## src/sby_cfg.svh

```systemverilog
// constants for the standby and supply mode controller
// assumes a 100 MHz clock and 32-bit APB register access
`ifndef SBY_CFG_SVH
`define SBY_CFG_SVH

`define CLK_HZ          100000000
`define SLOW_HZ         32768
`define SLOW_DIV        (`CLK_HZ / `SLOW_HZ)

`define ADDR_CTRL       12'h000
`define ADDR_STATUS     12'h004
`define ADDR_EVENTS     12'h008
`define ADDR_REG_EN     12'h00C
`define ADDR_REG_LP     12'h010
`define ADDR_REG_SBY    12'h014
`define ADDR_SW_MODE    12'h018

`define CTRL_BSEL_LSB   0
`define CTRL_DLY_LSB    2
`define CTRL_PINV_BIT   4
`define CTRL_SINV_BIT   5
`define CTRL_LPOFF_BIT  6
`define CTRL_RESET      7'h04

`define EVT_WEAK_BIT    0
`define EVT_LOW_BIT     1

`define N_LP            6
`define N_ALL           16
`define N_SW            4
`define SW_RET_LSB      16

`endif

```

## src/sby_pkg.sv

```systemverilog
// types for the standby and supply mode controller
// assumes nothing beyond the constants header
`default_nettype none
package sby_pkg;
	// switcher mode as programmed, before auto resolution
	typedef enum logic [2:0] {
		SW_OFF   = 3'b000,
		SW_PWM   = 3'b001,
		SW_SKIP  = 3'b010,
		SW_PFM   = 3'b011,
		SW_AUTO  = 3'b100
	} sw_mode_t;
	// sleep entry sequencing
	typedef enum logic [1:0] {
		ST_AWAKE = 2'b00,
		ST_WAIT  = 2'b01,
		ST_SLEEP = 2'b10
	} sby_state_t;
endpackage
`default_nettype wire

```

## src/standby_supply_mode_control.sv

```systemverilog
// battery flags, sleep pin qualification and supply mode resolution
// assumes synchronous inputs on CLK_I and an APB master on the register port
`include "sby_cfg.svh"
`default_nettype none
module standby_supply_mode_control
(
	input  wire logic                    CLK_I,
	input  wire logic                    RST_N_I,
	input  wire logic                    PSEL_I,
	input  wire logic                    PENABLE_I,
	input  wire logic                    PWRITE_I,
	input  wire logic [11:0]             PADDR_I,
	input  wire logic [31:0]             PWDATA_I,
	output logic      [31:0]             PRDATA_O,
	output logic                         PREADY_O,
	output logic                         PSLVERR_O,
	input  wire logic                    ABOVE_LOW_I,
	input  wire logic                    ABOVE_WEAK_I,
	input  wire logic                    ABOVE_PON_I,
	input  wire logic                    SLEEP_PIN_I,
	input  wire logic                    SECONDARY_SLEEP_PIN_I,
	input  wire logic                    ON_MODE_I,
	input  wire logic                    LP_OFF_STATE_I,
	input  wire logic [`N_SW-1:0]        LOAD_HIGH_I,
	output logic      [1:0]              BATTERY_THRESHOLD_SELECT_O,
	output logic                         WEAK_BATTERY_INTERRUPT_O,
	output logic                         LOW_BATTERY_INTERRUPT_O,
	output logic                         DEEP_SLEEP_MODE_O,
	output logic                         LOW_POWER_OFF_COMMAND_O,
	output logic      [`N_LP-1:0]        LP_REG_ON_O,
	output logic      [`N_LP-1:0]        LP_REG_LOW_POWER_O,
	output logic      [`N_ALL-`N_LP-1:0] SIMPLE_OUT_ON_O,
	output sby_pkg::sw_mode_t            SW0_OP_O,
	output sby_pkg::sw_mode_t            SW1_OP_O,
	output sby_pkg::sw_mode_t            SW2_OP_O,
	output sby_pkg::sw_mode_t            SW3_OP_O
);
	import sby_pkg::*;

	// normal and sleep modes packed as {normal, sleep}
	// code 0111 has no defined meaning and is held off in both states
	function automatic logic [5:0] sw_decode(input logic [3:0] code);
		logic [5:0] r;
		r = {SW_OFF, SW_OFF};
		case (code)
			4'h0: r = {SW_OFF, SW_OFF};
			4'h1: r = {SW_PWM, SW_OFF};
			4'h2: r = {SW_SKIP, SW_OFF};
			4'h3: r = {SW_PFM, SW_OFF};
			4'h4: r = {SW_AUTO, SW_OFF};
			4'h5: r = {SW_PWM, SW_PWM};
			4'h6: r = {SW_PWM, SW_AUTO};
			4'h8: r = {SW_AUTO, SW_AUTO};
			4'h9: r = {SW_PWM, SW_SKIP};
			4'hA: r = {SW_SKIP, SW_SKIP};
			4'hB: r = {SW_SKIP, SW_AUTO};
			4'hC: r = {SW_AUTO, SW_PFM};
			4'hD: r = {SW_PWM, SW_PFM};
			4'hE: r = {SW_SKIP, SW_PFM};
			4'hF: r = {SW_PFM, SW_PFM};
			default: r = {SW_OFF, SW_OFF};  // unused code keeps the switcher off
		endcase
		return r;
	endfunction

	// effective switcher mode from code, sleep, low-power-off and load
	// low-power-off overrides the table; auto is resolved last so it never
	// reaches an output port
	function automatic sw_mode_t sw_resolve(input logic [3:0] code, input logic sleep,
		input logic lpoff, input logic retain, input logic load_high);
		logic [5:0] pair;
		sw_mode_t   m;
		pair = sw_decode(code);
		m    = sw_mode_t'(sleep ? pair[2:0] : pair[5:3]);
		if (lpoff)
			m = retain ? SW_PFM : SW_OFF;
		if (m == SW_AUTO)
			m = load_high ? SW_SKIP : SW_PFM;
		return m;
	endfunction

	// reset release through two flops
	// assertion reaches every flop at once; release is retimed to avoid a split start
	logic rst_meta_q;
	logic rst_n;
	always_ff @(posedge CLK_I or negedge RST_N_I)
	begin
		if (!RST_N_I)
		begin
			rst_meta_q <= 1'b0;
			rst_n      <= 1'b0;
		end
		else
		begin
			rst_meta_q <= 1'b1;
			rst_n      <= rst_meta_q;
		end
	end

	// programmed settings
	// bit layout of each word follows the offsets and field positions of the header
	logic [6:0]        ctrl_q;
	logic [1:0]        events_q;
	logic [`N_ALL-1:0] reg_en_q;
	logic [`N_LP-1:0]  reg_lp_q;
	logic [`N_ALL-1:0] reg_sby_q;
	logic [19:0]       sw_mode_q;

	// bus decode
	// setup marks the first cycle of a transfer; writes commit on the ready edge
	// exact word match; any other address answers with an error
	wire setup     = PSEL_I & ~PENABLE_I;
	wire wr_commit = PSEL_I & PENABLE_I & PREADY_O & PWRITE_I;
	wire hit_ctrl  = (PADDR_I == `ADDR_CTRL);
	wire hit_stat  = (PADDR_I == `ADDR_STATUS);
	wire hit_evt   = (PADDR_I == `ADDR_EVENTS);
	wire hit_en    = (PADDR_I == `ADDR_REG_EN);
	wire hit_lp    = (PADDR_I == `ADDR_REG_LP);
	wire hit_sby   = (PADDR_I == `ADDR_REG_SBY);
	wire hit_sw    = (PADDR_I == `ADDR_SW_MODE);
	wire hit_any   = hit_ctrl | hit_stat | hit_evt | hit_en | hit_lp | hit_sby | hit_sw;

	// field views
	wire [1:0] bsel  = ctrl_q[`CTRL_BSEL_LSB +: 2];
	wire [1:0] dly   = ctrl_q[`CTRL_DLY_LSB +: 2];
	wire       pinv  = ctrl_q[`CTRL_PINV_BIT];
	wire       sinv  = ctrl_q[`CTRL_SINV_BIT];
	wire       lpoff = ctrl_q[`CTRL_LPOFF_BIT];

	// battery flags and crossing events
	// the flops hold last cycle's levels; armed_q masks the first sample after reset
	logic above_low_q;
	logic above_weak_q;
	logic armed_q;
	wire  weak_cross = armed_q & (ABOVE_WEAK_I ^ above_weak_q);
	wire  low_drop   = above_low_q & ~ABOVE_LOW_I;
	wire  stat_low   = ~ABOVE_LOW_I;
	wire  stat_weak  = ABOVE_WEAK_I & ABOVE_LOW_I;
	wire  stat_pon   = ABOVE_PON_I & ABOVE_WEAK_I & ABOVE_LOW_I;

	// sleep request qualification
	// a pin counts as asserted when its level differs from its invert bit
	// low-power-off and any mode other than on hold the request down
	wire pri_act  = SLEEP_PIN_I ^ pinv;
	wire sec_act  = SECONDARY_SLEEP_PIN_I ^ sinv;
	wire sby_req  = pri_act & sec_act & ON_MODE_I & ~lpoff;

	// 32 kHz tick divider
	// count runs from zero to the divide ratio minus one
	// free-running, so the first delay period after a request is partial
	logic [11:0] div_q;
	wire         tick = (div_q == 12'(`SLOW_DIV - 1));
	always_ff @(posedge CLK_I or negedge rst_n)
	begin
		if (!rst_n)
			div_q <= 12'h000;
		else
			div_q <= tick ? 12'h000 : div_q + 12'h001;
	end

	// sleep entry sequencer
	// the count is cleared while awake, so a dropped request leaves no credit
	// behind for the next one
	sby_state_t state_q;
	sby_state_t state_d;
	logic [1:0] cnt_q;
	logic [1:0] cnt_d;
	always_comb
	begin
		state_d = state_q;
		cnt_d   = cnt_q;
		case (state_q)
			ST_AWAKE:
			begin
				cnt_d = 2'b00;
				if (sby_req)
					state_d = (dly == 2'b00) ? ST_SLEEP : ST_WAIT;
			end
			ST_WAIT:
			begin
				if (!sby_req)
					state_d = ST_AWAKE;
				else if (tick)
				begin
					cnt_d = cnt_q + 2'b01;
					if (cnt_d == dly)
						state_d = ST_SLEEP;
				end
			end
			ST_SLEEP:
			begin
				if (!sby_req)
					state_d = ST_AWAKE;
			end
			default: state_d = ST_AWAKE;
		endcase
	end
	// sequencer state register
	always_ff @(posedge CLK_I or negedge rst_n)
	begin
		if (!rst_n)
		begin
			state_q <= ST_AWAKE;
			cnt_q   <= 2'b00;
		end
		else
		begin
			state_q <= state_d;
			cnt_q   <= cnt_d;
		end
	end
	// effective sleep drops in the same cycle as the request
	wire sleep = (state_q == ST_SLEEP) & sby_req; // exit without waiting a cycle

	// regulator and general output resolution
	// low-power regulators keep low-power in sleep; only their on state is cut
	wire [`N_ALL-1:0] cut    = reg_sby_q & {`N_ALL{sleep}};
	wire [`N_LP-1:0]  lp_on  = reg_en_q[`N_LP-1:0] & ~reg_lp_q & ~cut[`N_LP-1:0];
	wire [`N_LP-1:0]  lp_low = reg_en_q[`N_LP-1:0] & reg_lp_q;
	wire [`N_ALL-`N_LP-1:0] simple_on =
		reg_en_q[`N_ALL-1:`N_LP] & ~cut[`N_ALL-1:`N_LP];

	// switcher resolution
	// load and low-power-off levels are used as they arrive
	wire [`N_SW-1:0] ret = sw_mode_q[`SW_RET_LSB +: `N_SW];
	wire sw_mode_t sw0 = sw_resolve(sw_mode_q[3:0], sleep, LP_OFF_STATE_I, ret[0], LOAD_HIGH_I[0]);
	wire sw_mode_t sw1 = sw_resolve(sw_mode_q[7:4], sleep, LP_OFF_STATE_I, ret[1], LOAD_HIGH_I[1]);
	wire sw_mode_t sw2 = sw_resolve(sw_mode_q[11:8], sleep, LP_OFF_STATE_I, ret[2], LOAD_HIGH_I[2]);
	wire sw_mode_t sw3 = sw_resolve(sw_mode_q[15:12], sleep, LP_OFF_STATE_I, ret[3], LOAD_HIGH_I[3]);

	// read mux, programmed values, live status and event flags
	// sleep modification never reaches the readback of a setting
	wire [31:0] rd_data =
		hit_ctrl ? {25'h000_0000, ctrl_q} :
		hit_stat ? {27'h000_0000, sby_req, sleep, stat_low, stat_weak, stat_pon} :
		hit_evt  ? {30'h0000_0000, events_q} :
		hit_en   ? {16'h0000, reg_en_q} :
		hit_lp   ? {26'h000_0000, reg_lp_q} :
		hit_sby  ? {16'h0000, reg_sby_q} :
		hit_sw   ? {12'h000, sw_mode_q} :
		32'h0000_0000;

	// event flags: a new event wins over a clearing write
	// write one to clear; the clear acts only on a committed write
	wire [1:0] evt_new = {low_drop, weak_cross};
	wire [1:0] evt_clr = (wr_commit & hit_evt) ? PWDATA_I[1:0] : 2'b00;
	wire [1:0] evt_d   = (events_q & ~evt_clr) | evt_new;

	// register file
	// writes land on the access edge with ready high
	always_ff @(posedge CLK_I or negedge rst_n)
	begin
		if (!rst_n)
		begin
			ctrl_q    <= `CTRL_RESET;
			events_q  <= 2'b00;
			reg_en_q  <= 16'h0000;
			reg_lp_q  <= 6'h00;
			reg_sby_q <= 16'h0000;
			sw_mode_q <= 20'h0_0000;
		end
		else
		begin
			events_q <= evt_d;
			if (wr_commit & hit_ctrl)
				ctrl_q <= PWDATA_I[6:0];
			if (wr_commit & hit_en)
				reg_en_q <= PWDATA_I[15:0];
			if (wr_commit & hit_lp)
				reg_lp_q <= PWDATA_I[5:0];
			if (wr_commit & hit_sby)
				reg_sby_q <= PWDATA_I[15:0];
			if (wr_commit & hit_sw)
				sw_mode_q <= PWDATA_I[19:0];
		end
	end

	// bus answer: one access cycle, loaded at setup
	// ready never stretches, so every transfer takes exactly one access cycle
	always_ff @(posedge CLK_I or negedge rst_n)
	begin
		if (!rst_n)
		begin
			PRDATA_O  <= 32'h0000_0000;
			PREADY_O  <= 1'b0;
			PSLVERR_O <= 1'b0;
		end
		else
		begin
			PREADY_O  <= setup;
			PSLVERR_O <= setup & ~hit_any;
			if (setup)
				PRDATA_O <= PWRITE_I ? 32'h0000_0000 : rd_data;
		end
	end

	// registered block outputs
	// every port is a flop; supply states lag their settings by one cycle
	// armed_q rises one edge after reset so the first comparator sample is not an edge
	always_ff @(posedge CLK_I or negedge rst_n)
	begin
		if (!rst_n)
		begin
			above_low_q                <= 1'b0;
			above_weak_q               <= 1'b0;
			armed_q                    <= 1'b0;
			BATTERY_THRESHOLD_SELECT_O <= 2'b00;
			WEAK_BATTERY_INTERRUPT_O   <= 1'b0;
			LOW_BATTERY_INTERRUPT_O    <= 1'b0;
			DEEP_SLEEP_MODE_O          <= 1'b0;
			LOW_POWER_OFF_COMMAND_O    <= 1'b0;
			LP_REG_ON_O                <= 6'h00;
			LP_REG_LOW_POWER_O         <= 6'h00;
			SIMPLE_OUT_ON_O            <= 10'h000;
			SW0_OP_O                   <= SW_OFF;
			SW1_OP_O                   <= SW_OFF;
			SW2_OP_O                   <= SW_OFF;
			SW3_OP_O                   <= SW_OFF;
		end
		else
		begin
			above_low_q                <= ABOVE_LOW_I;
			above_weak_q               <= ABOVE_WEAK_I;
			armed_q                    <= 1'b1;
			BATTERY_THRESHOLD_SELECT_O <= bsel;
			WEAK_BATTERY_INTERRUPT_O   <= weak_cross;
			LOW_BATTERY_INTERRUPT_O    <= low_drop;
			DEEP_SLEEP_MODE_O          <= sleep;
			LOW_POWER_OFF_COMMAND_O    <= lpoff;
			LP_REG_ON_O                <= lp_on;
			LP_REG_LOW_POWER_O         <= lp_low;
			SIMPLE_OUT_ON_O            <= simple_on;
			SW0_OP_O                   <= sw0;
			SW1_OP_O                   <= sw1;
			SW2_OP_O                   <= sw2;
			SW3_OP_O                   <= sw3;
		end
	end
endmodule
`default_nettype wire
```

## config.mk

```make
export PLATFORM = sky130hd
export DESIGN_NAME = standby_supply_mode_control
export DESIGN_NICKNAME = d
export VERILOG_FILES = /design/src/sby_pkg.sv /design/src/standby_supply_mode_control.sv
export VERILOG_INCLUDE_DIRS = /design/src /design/src/src
export SDC_FILE = /design/constraint.sdc
export NUM_CORES = 1
export LEC_CHECK = 0
export BUFFER_PORTS_ARGS = -buffer_cell sky130_fd_sc_hd__buf_2
export CAP_MARGIN = 5
export CORE_UTILIZATION = 40
export CTS_CLUSTER_DIAMETER = 50
export DETAILED_ROUTE_END_ITERATION = 8
export HOLD_SLACK_MARGIN = 0.15
export PLACE_DENSITY = 0.71
export SLEW_MARGIN = 20
export SYNTH_ARGS = -nofsm -noshare
export SYNTH_HDL_FRONTEND = slang
export SYNTH_SLANG_ARGS = --single-unit
```

## constraint.sdc

```tcl
create_clock -name CLK_I -period 4.3 [get_ports CLK_I]
set_input_delay 0 -clock CLK_I [delete_from_list [all_inputs] [get_ports CLK_I]]
set_output_delay 0 -clock CLK_I [all_outputs]
set_load 0.01 [all_outputs]
```

==> metrics.yaml <==
wl_met2_um: 8137
yosysTopAreaCell: "dfrtp_1"
finalNonFillerCells: 996
grt_pass1_vias: 5140
cts_tree: "built"
wl_met1_um: 7346
antenna_found_initial: 0
synth_flop_cell: "dfrtp_1"
path_clk_slew_ns: 0.06
relSlewSlack: 0.2577
wire_per_inst_um: 16.96
dieWidth_um: 134.9
grt_pass1_wl_um: 26970
crit_arrival_ns: 3.26
yosysSeqAreaShare: 0.5315
yosys.area_share.simple: 0.1335
ioPinCount: 134
h-tree-depth: 4
cts_buffers: 17
worstPathMaxFanout: 34
design_area_mm2: 0.008796
synth_area_per_cell_um2: 11.60
synthXorXnorAreaFrac: 0.01736
cts_resized: 0
synth_top_family_by_area: "simple AND/OR/NAND/NOR gates"
n_antenna_cell: 0
root_buffer: "clkbuf_16"
yosysWarningCount: 0
fp.dieH_um: 134.9
critical-path-max-stage-delay_ns: 0.55
leakage_nw: 4.287
place_inst: 920
insertion_delay_ns: 0.42
rsz0062_at_grt: "false"
synth.top_cell.area_share: 0.5278
synth_compound_area_frac: 0.1243
synth_mux_area_frac: 0.1219
cp_slowest_cell: "dlygate4sd3_1"
synth_enable_flop_cells: 0
hold_viol: 0
post-route-drc-count: 0
synthTopCellsByCount: "dfrtp_1, mux2_2, nor2_1"
finalSetupViolations: 0
hpwl_um: 11080
clock_path_buffers: 2
die_area_mm2: 0.01820
core_mm2: 0.01730
power.density_mw_per_mm2: 347.5
synth_cells: 609
fin_skew_ns: 0.01255
area_growth_syn_to_layout_pct: 24.51
status: "completed"
synth-adder-area-share: 0.02480
worstSetupEndpointType: "flip-flop"
grt-ovfl-total: 0
antenna_left: 0
firstDrtPassIters: 5
fin_tns_setup_ns: 0
start_util: 0.4084
critPathLaunchType: "flip-flop"
drt-total-wl_um: 16890
cap_violations: 0
place_ws_ns: 1.544
highest_layer: "met4"
drive_gt1_frac: 0.2918
synth.most_common_cell: "dfrtp_1"
fin_crit_ns: 2.905
routabilityCongestion: 0.8121
grt_max_degree: 93
ys_ff_latch: 150
required_ns: 4.65
rows: 48
fmax_mhz: 344.3
final_nets: 832
wl_met3_um: 1158
synth.distinct_cells: 62
finalCritPeriodShare: 0.6755
postPlaceCellArea_mm2: 0.007761
tightest_slew_ns: 1.112
vias: 5238
clock-sinks: 150
grt_usage: 0.1953
vdd_drop_max_uv: 284.4
hp-class: "in2reg"
numPortBuffers: 109
postSynth.asyncResetShare: 1.000
via_per_inst: 5.259
netlist_area_mm2: 0.007064
synthTopCellsByArea: "dfrtp_1, mux2_2, a22oi_1"
drv_slew: 0
fin_ws_ns: 1.395
drt_iter0_drc: 406
cp_cell_sequence: "xor2_1 > nand4_4 > clkinv_2 > mux2i_1 > or4_1 > o221ai_2 > dlygate4sd3_1"
power_w: 0.003056
path_class: "reg2reg"
[stage by stage]
| step | hold slack [ns] | utilization |
|---|---|---|
| after floorplan | -0.2956 | - |
| after global placement | -0.2135 | 0.4487 |
| after detailed placement | -0.2125 | 0.4487 |
| after CTS | 0.1502 | 0.5085 |
| after global routing | 0.1895 | 0.5085 |
| final | 0.1680 | 0.5085 |
[cell type report]
cell class / instances / area [um^2]
clock buffer: 21 / 470.5
clock inverter: 11 / 123.9
fill: 1572 / 8501
inverter: 20 / 76.32
multi-input combinational: 410 / 3042
sequential: 150 / 3759
tap: 225 / 281.5
timing repair buffer: 159 / 1044
[per-layer routing]
layer	vias up	global-route usage
met1	2571	0.2543
met5	-	0
met3	17	0.05480
met4	0	0.05805
met2	187	0.3162
li1	2463	-
[cells by family (layout without fill, tap and decap cells)]
| group | count (synthesis) | count (layout) |
|---|---|---|
| buffers and inverters | 61 | 211 |
| flip-flops | 150 | 150 |
| XOR/XNOR | 14 | 14 |
| AND/OR/NAND/NOR | 163 | 163 |
| other | 2 | 14 |
| adder cells (fa/ha/maj) | 14 | 14 |
| AO/OA/AOI/OAI | 127 | 127 |
| multiplexers | 78 | 78 |
[flip-flops by register name, summed over array words and instances, names as in the netlist, 2 cells and up]
signal                      flops
SW1_OP_O                        3
SIMPLE_OUT_ON_O                10
BATTERY_THRESHOLD_SELECT_O      2
SW3_OP_O                        3
sw_mode_q                      20
ctrl_q                          7
LP_REG_LOW_POWER_O              6
reg_lp_q                        6
div_q                          12
cnt_q                           2
state_q                         2
PRDATA_O                       20
reg_sby_q                      16
events_q                        2
SW2_OP_O                        3
LP_REG_ON_O                     6
reg_en_q                       16
SW0_OP_O                        3
[worst paths after layout]
path	from	to	slack, ns	cells after the start
setup / recovery	ctrl_q[4]$_DFFE_PN0P_	SW0_OP_O[0]$_DFF_PN0_	1.40	7
hold / removal	PADDR_I[2]	PRDATA_O[2]$_DFFE_PN0P_	0.17	3
setup reg to reg	ctrl_q[4]$_DFFE_PN0P_	SW0_OP_O[0]$_DFF_PN0_	1.40	7
hold reg to reg	rst_meta_q$_DFF_PN0_	rst_n$_DFF_PN0_	0.35	0
max in group asynchronous	rst_n$_DFF_PN0_	PRDATA_O[16]$_DFFE_PN0P_	2.98	1
min in group asynchronous	rst_n$_DFF_PN0_	DEEP_SLEEP_MODE_O$_DFF_PN0_	0.39	0
[what timing repair did]
action | 4_1_cts | 5_1_grt
buffers inserted | 0 | 0
endpoints found under the hold margin | 85 | 0
hold buffers | 44 | 0
[cells in the final DEF, fill, tap and decap left out, drive strengths merged, types with 20 or more instances in the layout]
master	n
nand2	34
inv	20
clkbuf	21
buf	115
a22oi	25
mux2	64
o21ai	30
dlygate4sd3	44
nor2	38
dfrtp	149
[critical path: cells and delay by family (launching register included)]
family / cells / cell delay [ns]
XOR/XNOR: 1 / 0.34
AO/OA/AOI/OAI: 1 / 0.13
multiplexers: 1 / 0.20
flip-flops: 1 / 0.41
buffers and inverters: 2 / 1.06
AND/OR/NAND/NOR: 2 / 0.68
[where the power goes]
| part | internal [W] | switching, W | leakage (nW) | total, W |
|---|---|---|---|---|
| Clock | 0.000899 | 0.000580 | 0.274 | 0.00148 |
| Sequential | 0.00142 | 0.0000128 | 1.99 | 0.00143 |
| Combinational | 0.0000608 | 0.0000848 | 2.02 | 0.000146 |
Note: power is estimated with default switching activity, not from simulation.
